<file path="src/hw/uefec_pkg.sv">
// Constants for the USB error flag and endpoint control block.
// Assumes a 32-bit APB slave port with byte-address decode.
package uefec_pkg;

	// ----------------------------------------------------------------
	// Register map (byte addresses)
	// ----------------------------------------------------------------
	localparam logic [11:0] OFS_ERR_STATUS = 12'h000;
	localparam logic [11:0] OFS_ERR_ENABLE = 12'h004;
	localparam logic [5:0]  EP_PAGE        = 6'h01;
	localparam logic [1:0]  WORD_ALIGN     = 2'h0;
	localparam logic [23:0] ZERO24         = 24'h000000;
	localparam logic [31:0] ZERO32         = 32'h00000000;

	// ----------------------------------------------------------------
	// Error status / enable bit positions
	// ----------------------------------------------------------------
	localparam int ERR_STUFF   = 7;
	localparam int ERR_OVERRUN = 5;
	localparam int ERR_TIMEOUT = 4;
	localparam int ERR_PARTIAL = 3;
	localparam int ERR_CRC16   = 2;
	localparam int ERR_TOK_EOF = 1;
	localparam int ERR_PID     = 0;
	localparam logic [7:0] ERR_IMPL_MASK = 8'hBF;
	localparam logic [7:0] ERR_RESET     = 8'h00;

	// ----------------------------------------------------------------
	// Endpoint control bit positions
	// ----------------------------------------------------------------
	localparam int EP_LOW_SPEED = 7;
	localparam int EP_RETRY_DIS = 6;
	localparam int EP_SETUP_DIS = 4;
	localparam int EP_RX_EN     = 3;
	localparam int EP_TX_EN     = 2;
	localparam int EP_STALLED   = 1;
	localparam int EP_HSHK_EN   = 0;
	localparam logic [7:0] EP_IMPL_MASK = 8'hDF;
	localparam logic [7:0] EP0_ONLY     = 8'hC0;
	localparam logic [7:0] EP_RESET     = 8'h00;

	// ----------------------------------------------------------------
	// Timing
	// ----------------------------------------------------------------
	localparam int CLK_PERIOD_NS = 50;

endpackage

</file>
<file path="src/hw/uefec_top.sv">
// USB error flags, error enable mask and sixteen endpoint controls.
// Assumes an APB master, and a packet engine that reports events as
// one-cycle pulses synchronous to REF_CLK.
//
// Behaviour
// - Bit stuff error sets sticky bit 7
// - Excess received bytes dropped, bit 5 set
// - Missing response in turnaround sets bit 4
// - Non-integral data field sets bit 3
// - Data CRC16 failure sets bit 2
// - Device mode: bad token CRC5 rejected, bit 1
// - Host mode: end-of-frame error sets bit 1
// - PID complement failure sets bit 0
// - Flags clear only by one writes with both low byte lanes strobed
// - Enable register masks each matching error flag
// - Summary flag raised only by enabled errors
// - Sixteen endpoint control registers, 0 to 15
// - Endpoint 0 bit 7 selects low-speed direct
// - Endpoint 0 bit 6 disables NAK retry
// - Bits 7,6 only endpoint 0, host mode
// - Both directions on: bit 4 refuses SETUP
// - Receive only while bit 3 set
// - Transmit only while bit 2 set
// - Bit 1 reports endpoint stalled
// - Handshakes only while bit 0 set
//
// The address map and the APB interface to the registers were decided locally.
`timescale 1ns/100ps

module uefec_top
	import uefec_pkg::*;
#(
	parameter int NUM_EP        = 16,
	parameter int BC_W          = 10,
	parameter int TURNAROUND_NS = 1000
) (
	// Clock and reset
	input  wire logic              REF_CLK,
	input  wire logic              RST_B,
	// APB slave
	input  wire logic              PSEL,
	input  wire logic              PENABLE,
	input  wire logic              PWRITE,
	input  wire logic [11:0]       PADDR,
	input  wire logic [31:0]       PWDATA,
	input  wire logic [3:0]        PSTRB,
	output logic      [31:0]       PRDATA,
	output logic                   PREADY,
	output logic                   PSLVERR,
	// Operating role
	input  wire logic              HOST_MODE,
	// Error event pulses from the packet engine
	input  wire logic              BIT_STUFF_ERR,
	input  wire logic              PARTIAL_BYTE_ERR,
	input  wire logic              CRC16_ERR,
	input  wire logic              EOF_ERR,
	input  wire logic              PID_ERR,
	// Receive byte path
	input  wire logic              RX_PKT_START,
	input  wire logic              RX_BYTE_VALID,
	input  wire logic [BC_W-1:0]   BD_BYTE_COUNT,
	output logic                   RX_BYTE_STORE,
	// Bus turnaround timing
	input  wire logic              TA_START,
	input  wire logic              RESP_START,
	// Token qualification
	input  wire logic              TOK_VALID,
	input  wire logic [3:0]        TOK_EP,
	input  wire logic              TOK_SETUP,
	input  wire logic              TOK_RX,
	input  wire logic              TOK_CRC5_BAD,
	output logic                   TOK_ACCEPT,
	output logic                   TOK_HANDSHAKE,
	// Stall report
	input  wire logic              STALL_EVENT,
	input  wire logic [3:0]        STALL_EP,
	// Host controls and summary
	output logic                   LOW_SPEED_DIRECT,
	output logic                   NAK_RETRY_EN,
	output logic                   ERROR_SUMMARY
);

	// ----------------------------------------------------------------
	// Derived timing
	// ----------------------------------------------------------------
	// Longest time rounds down to whole cycles, never below one
	localparam int TA_RAW    = TURNAROUND_NS / CLK_PERIOD_NS;
	localparam int TA_CYCLES = (TA_RAW < 1) ? 1 : TA_RAW;
	localparam logic [15:0] TA_LAST = 16'(TA_CYCLES - 1);
	localparam logic [15:0] TA_SPAN = 16'(TA_CYCLES);

	// ----------------------------------------------------------------
	// State
	// ----------------------------------------------------------------
	logic [7:0]      err_status;
	logic [7:0]      err_enable;
	logic [7:0]      ep_ctrl [NUM_EP];
	logic [7:0]      err_event;
	logic [BC_W-1:0] rx_count;
	logic            ta_busy;
	logic [15:0]     ta_count;
	logic            ta_expire;
	logic            overrun;

	// ----------------------------------------------------------------
	// APB decode
	// ----------------------------------------------------------------
	logic       acc;
	logic       wr;
	logic       hit_status;
	logic       hit_enable;
	logic       hit_ep;
	logic [3:0] ep_idx;
	logic       full_word;

	// Zero wait states; read data is loaded in the setup cycle
	assign PREADY     = 1'b1;
	assign acc        = PSEL & PENABLE;
	assign wr         = acc & PWRITE;
	assign hit_status = (PADDR == OFS_ERR_STATUS);
	assign hit_enable = (PADDR == OFS_ERR_ENABLE);
	assign hit_ep     = (PADDR[11:6] == EP_PAGE) &
	                    (PADDR[1:0] == WORD_ALIGN);
	assign ep_idx     = PADDR[5:2];
	// Clears need both low lanes, so byte writes leave flags alone
	assign full_word  = &PSTRB[1:0];
	// Unmapped addresses answer with an error
	assign PSLVERR    = acc & ~(hit_status | hit_enable | hit_ep);

	// Visible endpoint value: bits 7,6 exist only on ep 0 in host mode
	function automatic logic [7:0] ep_view(input logic [3:0] idx);
		logic [7:0] v;
		v = ep_ctrl[idx] & EP_IMPL_MASK;
		if ((idx != 4'h0) || !HOST_MODE) begin
			v = v & ~EP0_ONLY;
		end
		return v;
	endfunction

	// Read data register, captured in the setup cycle
	always_ff @(posedge REF_CLK or negedge RST_B) begin
		if (!RST_B) begin
			PRDATA <= ZERO32;
		end else if (PSEL && !PENABLE && !PWRITE) begin
			if (hit_status) begin
				PRDATA <= {ZERO24, err_status & ERR_IMPL_MASK};
			end else if (hit_enable) begin
				PRDATA <= {ZERO24, err_enable & ERR_IMPL_MASK};
			end else if (hit_ep) begin
				PRDATA <= {ZERO24, ep_view(ep_idx)};
			end else begin
				PRDATA <= ZERO32;
			end
		end
	end

	// ----------------------------------------------------------------
	// Receive byte limit
	// ----------------------------------------------------------------
	// store only bytes within the descriptor count
	assign RX_BYTE_STORE = RX_BYTE_VALID & (rx_count < BD_BYTE_COUNT);
	assign overrun       = RX_BYTE_VALID & ~RX_BYTE_STORE;

	// Count bytes of the current packet, saturating at the limit
	always_ff @(posedge REF_CLK or negedge RST_B) begin
		if (!RST_B) begin
			rx_count <= '0;
		end else if (RX_PKT_START) begin
			rx_count <= '0;
		end else if (RX_BYTE_STORE) begin
			rx_count <= rx_count + 1'b1;
		end
	end

	// ----------------------------------------------------------------
	// Bus turnaround timer
	// ----------------------------------------------------------------
	// expiry without a response start is an error
	assign ta_expire = ta_busy & (ta_count == TA_LAST) & ~RESP_START;

	// Timer runs from TA_START until a response or expiry
	always_ff @(posedge REF_CLK or negedge RST_B) begin
		if (!RST_B) begin
			ta_busy  <= 1'b0;
			ta_count <= 16'h0000;
		end else if (TA_START) begin
			ta_busy  <= 1'b1;
			ta_count <= 16'h0000;
		end else if (RESP_START || ta_expire) begin
			ta_busy  <= 1'b0;
		end else if (ta_busy) begin
			ta_count <= ta_count + 16'h0001;
		end
	end

	// ----------------------------------------------------------------
	// Error event collection
	// ----------------------------------------------------------------
	always_comb begin
		err_event = 8'h00;
		err_event[ERR_STUFF]   = BIT_STUFF_ERR;
		err_event[ERR_OVERRUN] = overrun;
		err_event[ERR_TIMEOUT] = ta_expire;
		err_event[ERR_PARTIAL] = PARTIAL_BYTE_ERR;
		err_event[ERR_CRC16]   = CRC16_ERR;
		err_event[ERR_TOK_EOF] = HOST_MODE ? EOF_ERR
		                         : (TOK_VALID & TOK_CRC5_BAD);
		err_event[ERR_PID]     = PID_ERR;
	end

	// Sticky error flags
	always_ff @(posedge REF_CLK or negedge RST_B) begin
		if (!RST_B) begin
			err_status <= ERR_RESET;
		end else begin
			if (wr && hit_status && full_word) begin
				err_status <= ((err_status & ~PWDATA[7:0]) | err_event)
				              & ERR_IMPL_MASK;
			end else begin
				err_status <= (err_status | err_event) & ERR_IMPL_MASK;
			end
		end
	end

	always_ff @(posedge REF_CLK or negedge RST_B) begin
		if (!RST_B) begin
			err_enable <= ERR_RESET;
		end else if (wr && hit_enable && PSTRB[0]) begin
			err_enable <= PWDATA[7:0] & ERR_IMPL_MASK;
		end
	end

	assign ERROR_SUMMARY = |(err_status & err_enable & ERR_IMPL_MASK);

	// ----------------------------------------------------------------
	// Endpoint control registers
	// ----------------------------------------------------------------
	// one register per endpoint
	// stall report sets bit 1, winning over writes
	genvar g;
	generate
		for (g = 0; g < NUM_EP; g++) begin : g_ep
			logic [7:0] keep;
			// Bits 7,6 are not stored outside endpoint 0
			assign keep = (g == 0) ? EP_IMPL_MASK
			              : (EP_IMPL_MASK & ~EP0_ONLY);
			always_ff @(posedge REF_CLK or negedge RST_B) begin
				if (!RST_B) begin
					ep_ctrl[g] <= EP_RESET;
				end else begin
					if (wr && hit_ep && PSTRB[0] &&
					    (ep_idx == 4'(g))) begin
						ep_ctrl[g] <= (PWDATA[7:0] & keep) |
						  {6'h00, STALL_EVENT && (STALL_EP == 4'(g)), 1'b0};
					end else if (STALL_EVENT &&
					             (STALL_EP == 4'(g))) begin
						ep_ctrl[g][EP_STALLED] <= 1'b1;
					end
				end
			end
		end
	endgenerate

	// ----------------------------------------------------------------
	// Host controls from endpoint 0
	// ----------------------------------------------------------------
	// low-speed direct connect
	assign LOW_SPEED_DIRECT = HOST_MODE & ep_ctrl[0][EP_LOW_SPEED];
	assign NAK_RETRY_EN     = HOST_MODE & ~ep_ctrl[0][EP_RETRY_DIS];

	// ----------------------------------------------------------------
	// Token qualification
	// ----------------------------------------------------------------
	logic [7:0] tok_ep;
	logic       tok_both;
	logic       tok_dir_ok;
	logic       tok_crc_rej;

	always_comb begin
		tok_ep      = ep_ctrl[TOK_EP];
		tok_both    = tok_ep[EP_RX_EN] & tok_ep[EP_TX_EN];
		tok_crc_rej = ~HOST_MODE & TOK_CRC5_BAD;
		if (TOK_SETUP) begin
			// SETUP needs bit 3; bit 4 refuses it only with both on
			tok_dir_ok = tok_ep[EP_RX_EN] &
			             ~(tok_both & tok_ep[EP_SETUP_DIS]);
		end else if (TOK_RX) begin
			tok_dir_ok = tok_ep[EP_RX_EN];
		end else begin
			tok_dir_ok = tok_ep[EP_TX_EN];
		end
	end

	assign TOK_ACCEPT    = TOK_VALID & ~tok_crc_rej & tok_dir_ok;
	assign TOK_HANDSHAKE = TOK_ACCEPT & tok_ep[EP_HSHK_EN];

	// Full-word clear of the stuff flag, the only way it may drop
	logic ast_stuff_clr;
	assign ast_stuff_clr = wr & hit_status & full_word & PWDATA[ERR_STUFF];

	// quiet span counter
	// Counts cycles since TA_START with no reply, apart from the timer
	logic [15:0] ast_quiet;
	always_ff @(posedge REF_CLK or negedge RST_B) begin
		if (!RST_B) begin
			ast_quiet <= 16'h0000;
		end else if (TA_START) begin
			ast_quiet <= 16'h0001;
		end else if (RESP_START || (ast_quiet == 16'h0000)) begin
			ast_quiet <= 16'h0000;
		end else begin
			ast_quiet <= ast_quiet + 16'h0001;
		end
	end
endmodule // uefec_top

</file>
<file path="config.mk">
export PLATFORM = sky130hd
export DESIGN_NAME = uefec_top
export DESIGN_NICKNAME = d
export VERILOG_FILES = /design/src/hw/uefec_pkg.sv /design/src/hw/uefec_top.sv
export SDC_FILE = /design/constraint.sdc
export NUM_CORES = 1
export LEC_CHECK = 0
export BUFFER_PORTS_ARGS = -buffer_cell sky130_fd_sc_hd__buf_2
export CELL_PAD_IN_SITES_DETAIL_PLACEMENT = 0
export CELL_PAD_IN_SITES_GLOBAL_PLACEMENT = 1
export CORE_UTILIZATION = 46
export DETAILED_ROUTE_END_ITERATION = 16
export PLACE_DENSITY_LB_ADDON = 0.1
export SKIP_LAST_GASP = 1
export SLEW_MARGIN = 15
export SYNTH_ARGS = -nofsm -noshare
export SYNTH_HDL_FRONTEND = slang
export SYNTH_SLANG_ARGS = --single-unit
</file>
<file path="constraint.sdc">
create_clock -name REF_CLK -period 2.9 [get_ports REF_CLK]
set_input_delay 0.29 -clock REF_CLK [delete_from_list [all_inputs] [get_ports REF_CLK]]
set_output_delay 0.29 -clock REF_CLK [all_outputs]
set_load 0.02 [all_outputs]
</file>
-- After elaboration in Yosys (flattened, before gate mapping)
Index checks and enable logic that the tools add are counted.
- register bits after elaboration: 202
- word-level logic and storage cells: 252
- muxes and demuxes: 53
- $add $sub $neg: 2
- equal/unequal tests: 34
- reductions and logical operators: 72
- $lt $le $gt $ge: 3
- bitwise logic cells: 50
- operators by type and width (operator ; count):
    $or A5 B2 Y5 ; 15
    $bmux W8 S4 ; 2
    $eq A4 B4 Y1 const B ; 16
    $mux W32 ; 2
    $mux W16 ; 3
    $logic_and A1 B1 Y1 ; 40
    $mux W8 ; 5
    $reduce_bool A2 Y1 ; 19
    $mux W1 ; 37
    $eq A4 B3 Y1 const B ; 8
    $mux W10 ; 2
    $and A1 B1 Y1 ; 18
    $add A16 B1 Y16 const B ; 1
    $and A8 B8 Y8 ; 2
    $eq A16 B5 Y1 const B ; 1
    $eq A4 B2 Y1 const B ; 4
    $or A8 B8 Y8 ; 2
    $eq A12 B3 Y1 const B ; 1
    $logic_not A12 Y1 ; 1
    $add A10 B1 Y10 const B ; 1
    $ge A5 B5 Y1 const B ; 2
    $lt A10 B10 Y1 ; 1
    $mux W5 ; 2
    $not A4 Y5 ; 2
    14 further kinds ; 27

-- Logic depth before layout (Yosys ltp)
- word-level depth: 11
- gate-level depth with buffers: 8
- depth with buffers taken out: 8

-- Worst setup path before layout
No wires, ideal clock.
- path type: input-to-output
- start point: in TOK_EP[0]
- end point: out TOK_HANDSHAKE
- arrival time: 2036 ps
- stages: 8
- setup slack: 574 ps
- buffers on the path: 2
- cells stage by stage: buf_6 -> buf_8 -> mux4_2 -> a22oi_1 -> and3_1 -> o21bai_1 -> a21oi_2 -> o211a_1
- longest elaborated chain between the ends: 11
- elaborated cells between the ends (all ways): 12
- classes of those cells: mux (5); bitwise (7)
- ends and longest elaborated chain (element ; RTL line ; RTL):
    from (decl) ; uefec_top.sv:68 ; input wire logic [3:0] TOK_EP,
    $not A4 Y5 (implied by the code) (*) ; uefec_top.sv:280 ; tok_ep = ep_ctrl[TOK_EP];
    $bmux W8 S4 (*) ; uefec_top.sv:280 ;
    $mux W5 (implied by the code) (*) (2 in series) ; uefec_top.sv:280 ;
    $and A1 B1 Y1 ; uefec_top.sv:281 ; tok_both = tok_ep[EP_RX_EN] & tok_ep[EP_TX_EN];
    $and A1 B1 Y1 ; uefec_top.sv:286 ; ~(tok_both & tok_ep[EP_SETUP_DIS]);
    $not A1 Y1 ; uefec_top.sv:286 ;
    $and A1 B1 Y1 ; uefec_top.sv:285 ; tok_dir_ok = tok_ep[EP_RX_EN] &
    $mux W1 (*) ; uefec_top.sv:283 ; if (TOK_SETUP) begin
    $and A1 B1 Y1 (*) ; uefec_top.sv:294 ; assign TOK_ACCEPT = TOK_VALID & ~tok_crc_rej & tok_dir_ok;
    net TOK_ACCEPT ; uefec_top.sv:72 ; output logic TOK_ACCEPT,
    $and A1 B1 Y1 (*) ; uefec_top.sv:295 ; assign TOK_HANDSHAKE = TOK_ACCEPT & tok_ep[EP_HSHK_EN];
    to (decl) ; uefec_top.sv:73 ; output logic TOK_HANDSHAKE,
Mark *: on every way through the listed nets, which the timed path passes. The rest lies on a longest branch. The select of a mux whose other input is x is not followed.

-- Final worst setup path
- start point: reg ep_ctrl[114] in the netlist's numbering
- end point: out TOK_HANDSHAKE
- longest elaborated chain between the ends: 10
- elaborated cells between the ends (all ways): 11
- classes of those cells: mux (5); bitwise (6)
- ends and longest elaborated chain (element ; RTL line ; RTL):
    from (decl) ; uefec_top.sv:97 ; logic [7:0] ep_ctrl [NUM_EP];
    from (signal, indexed assignment) ; uefec_top.sv:253 ; ep_ctrl[g] <= (PWDATA[7:0] & keep) |
    $bmux W8 S4 (*) ; uefec_top.sv:280 ;
    $mux W5 (implied by the code) (*) (2 in series) ; uefec_top.sv:280 ;
    $and A1 B1 Y1 ; uefec_top.sv:281 ;
    $and A1 B1 Y1 ; uefec_top.sv:286 ;
    $not A1 Y1 ; uefec_top.sv:286 ;
    $and A1 B1 Y1 ; uefec_top.sv:285 ;
    $mux W1 (*) ; uefec_top.sv:283 ;
    $and A1 B1 Y1 (*) ; uefec_top.sv:294 ;
    $and A1 B1 Y1 (*) ; uefec_top.sv:295 ;
Every way passes the cells marked *; elsewhere a longest branch is shown, timed or not. The select of a mux whose other input is x is not followed.

==> impl_metrics.env <==
export IMPL_p_leak_nw=4.020
export IMPL_fin_crit_ns=2.667
export IMPL_dpl_cell_area_um2=7973
export IMPL_timing_final_ws_setup_ns=0.2328
export IMPL_synth_area_um2=7485
export IMPL_irDropWorstVdd_mv=0.4323
export IMPL_fill_cells=1406
export IMPL_fin_skew_ns=0.007931
export IMPL_outcome="completed"
export IMPL_dpl_hpwl_um=12940
export IMPL_cp_required_ns=2.61
export IMPL_synth_cell_types=59
export IMPL_totalPowerFinal_mw=4.706
export IMPL_pwr_density_cell_nw_per_um2=544.7
export IMPL_synth_xor_area_share_pct=1.755
export IMPL_place_ws_ns=0.2786
export IMPL_antenna_cells=0
export IMPL_setup_viol=0
export IMPL_ys_warnings_count=0
export IMPL_grt_overflow=0
export IMPL_first_pass_iters=5
export IMPL_post_drt_wl_per_cell_um=19.71
export IMPL_path_class="flop to output port"
export IMPL_synth_ff_type="dfrtp_1"
export IMPL_syn_to_final_growth_pct=15.43
export IMPL_port_buffers=74
export IMPL_hold_path_class="input port to flop"
export IMPL_drc=0
export IMPL_grt_pass1_wl_um=28500
export IMPL_antenna_found_initial=1
export IMPL_synth_compound_area_share_pct=6.018
export IMPL_core_area_um2=15890
export IMPL_vias=5134
export IMPL_final_max_slew_viol_count=0
export IMPL_instances_no_fill=915
export IMPL_place_inst=881
export IMPL_fin_tns_setup_ns=0
export IMPL_die_w_um=129.6
export IMPL_tightestPinTransition_ns=0.8612
export IMPL_crit_arrival_ns=2.38
export IMPL_cts_tree="done"
export IMPL_stdcell_area_um2=8640
export IMPL_ys_seq_area_share_pct=43.80
export IMPL_gp_congestion=0.8195
export IMPL_syn_avg_cell_area_um2=12.33
export IMPL_post_route_util_pct=54.39
export IMPL_finalHoldViolCount=0
export IMPL_totalWireLength_um=18030
export IMPL_cts_clk_slew_worst_paths_ns=0.06
export IMPL_crit_path_start_kind="flop"
export IMPL_grtUsageTotal_pct=23.38
export IMPL_cts_htree_levels=4
export IMPL_cts_sinks=131
export IMPL_max_slew_margin_pct=42.59
export IMPL_numCtsBuffers=17
export IMPL_io_pins=126
export IMPL_maxCapViolations=0
export IMPL_die_h_um=129.6
export IMPL_ant_nets=0
export IMPL_grt_max_degree=63
export IMPL_start_util_pct=47.12
export IMPL_synth_fa_ha_area_share_pct=1.839
export IMPL_layout_drive_gt1_share_pct=37.77
export IMPL_synth_top_family_by_area="multiplexers"
export IMPL_viasPerCell=5.611
export IMPL_fmax_ghz=0.3749
export IMPL_rsz0062_at_grt="false"
export IMPL_period_share_pct=91.97
export IMPL_whs_ns=0.04478
export IMPL_cts_max_path_buffers=2
export IMPL_synth_seq_cells=131
export IMPL_async_flop_share_pct=100.0
export IMPL_synthSimpleGateAreaFrac_pct=14.06
export IMPL_clk_insertion_delay_late_ns=0.43
export IMPL_final_common_cell="dfrtp_1"
export IMPL_cts_root_buf="clkbuf_16"
export IMPL_rows=46
export IMPL_final_cell_mix="dfrtp_1, mux2_2, buf_2"
export IMPL_crit_path_end_kind="output port"
export IMPL_finalNetCount=783
export IMPL_synth_enable_flop_cells=0
export IMPL_dieArea_um2=16780
export IMPL_grt_pass1_vias=5165
export IMPL_synth_cells=607
export IMPL_worst_path_max_fanout=3
export IMPL_synth_mux_area_share_pct=27.06
export IMPL_drtIter0Drc=298
-- kinds of logic (layout without fill, tap and decap cells) --
kind of cell,after synthesis,in the layout
and+or+nand+nor,176,176
other,2,25
adders and majority gates,11,11
buffers and inverters,66,135
xor gates and xnor gates,15,15
muxes,141,141
DFF,131,131
AOI/OAI and AO/OA,65,65
-- worst max-delay path: stages (launching register included) --
cell      delay, ns
dfrtp_1        0.40
mux4_2         0.48
a22oi_1        0.25
and3_1         0.21
o21bai_1       0.09
a21oi_2        0.20
o211a_1        0.17
buf_2          0.16
-- power breakdown --
part	internal (mW)	leakage (nW)	total [mW]	switching, mW
sequential	1.89	1.72	1.93	0.0360
combinational	0.158	1.99	0.430	0.272
clock	1.56	0.310	2.35	0.793
total	3.61	4.02	4.71	1.10
-- worst paths after layout --
path	startpoint	end	slack (ns)	cells after the start
min in group asynchronous	RST_B	PRDATA[6]$_DFFE_PN0P_	0.38	2
max in group asynchronous	RST_B	ep_ctrl[97]$_DFFE_PN0P_	1.67	3
worst min register to register	ep_ctrl[127]$_DFFE_PN0P_	ep_ctrl[127]$_DFFE_PN0P_	0.50	1
worst max-delay path	ep_ctrl[114]$_DFFE_PN0P_	TOK_HANDSHAKE	0.23	7
worst min-delay path	BIT_STUFF_ERR	err_status[7]$_DFF_PN0_	0.04	2
worst max register to register	rx_count[3]$_DFFE_PN0P_	rx_count[4]$_DFFE_PN0P_	0.42	7
-- layout make-up --
type | count | area [µm²] | share of cell area (%)
timing repair buffer | 87 | 485.5 | 5.619
inverter | 16 | 60.06 | 0.6951
clock inverter | 7 | 143.9 | 1.665
sequential | 131 | 3278 | 37.94
clock buffer | 25 | 505.5 | 5.851
multi-input combinational | 433 | 3896 | 45.10
tap | 216 | 270.3 | 3.128
-- timing repair --
| item | 4_1_cts | 5_1_grt |
|---|---|---|
| endpoints found under the setup margin | 0 | 1 |
| endpoints found under the hold margin | 35 | 0 |
| hold buffers | 1 | 0 |
| gates resized for setup | 0 | 0 |
| setup buffers | 0 | 1 |
-- synth_stat cells (7+ instances only) --
master,n,area share [%]
buf_4,27,2.7
nor2b_1,12,1.0
dfrtp_1,131,44
mux4_2,41,12
o21ai_0,24,1.6
a22oi_1,7,0.70
mux2i_1,19,2.5
mux2_2,81,12
and3_1,15,1.3
a211oi_1,7,0.70
nand4_1,13,1.1
nor2_1,51,2.6
ha_1,11,1.8
xnor2_1,10,1.2
clkbuf_1,11,0.55
nor2_4,7,1.1
nand2_1,29,1.5
inv_1,16,0.80
nand3_1,10,0.67
-- sequential cells by signal, indices dropped and copies added, names as in the netlist --
signal      cells
ep_ctrl        82
ta_count       16
rx_count       10
PRDATA          8
err_enable      7
err_status      7
ta_busy         1
-- per-layer routing --
layer	up-vias	track usage (%)	wire, µm
li1	2354	-	-
met1	2592	31.46	8193
met2	166	37.22	8526
met3	20	5.244	1003
met4	2	8.618	293
met5	-	0	13
Power figures use the tool's default switching activity.
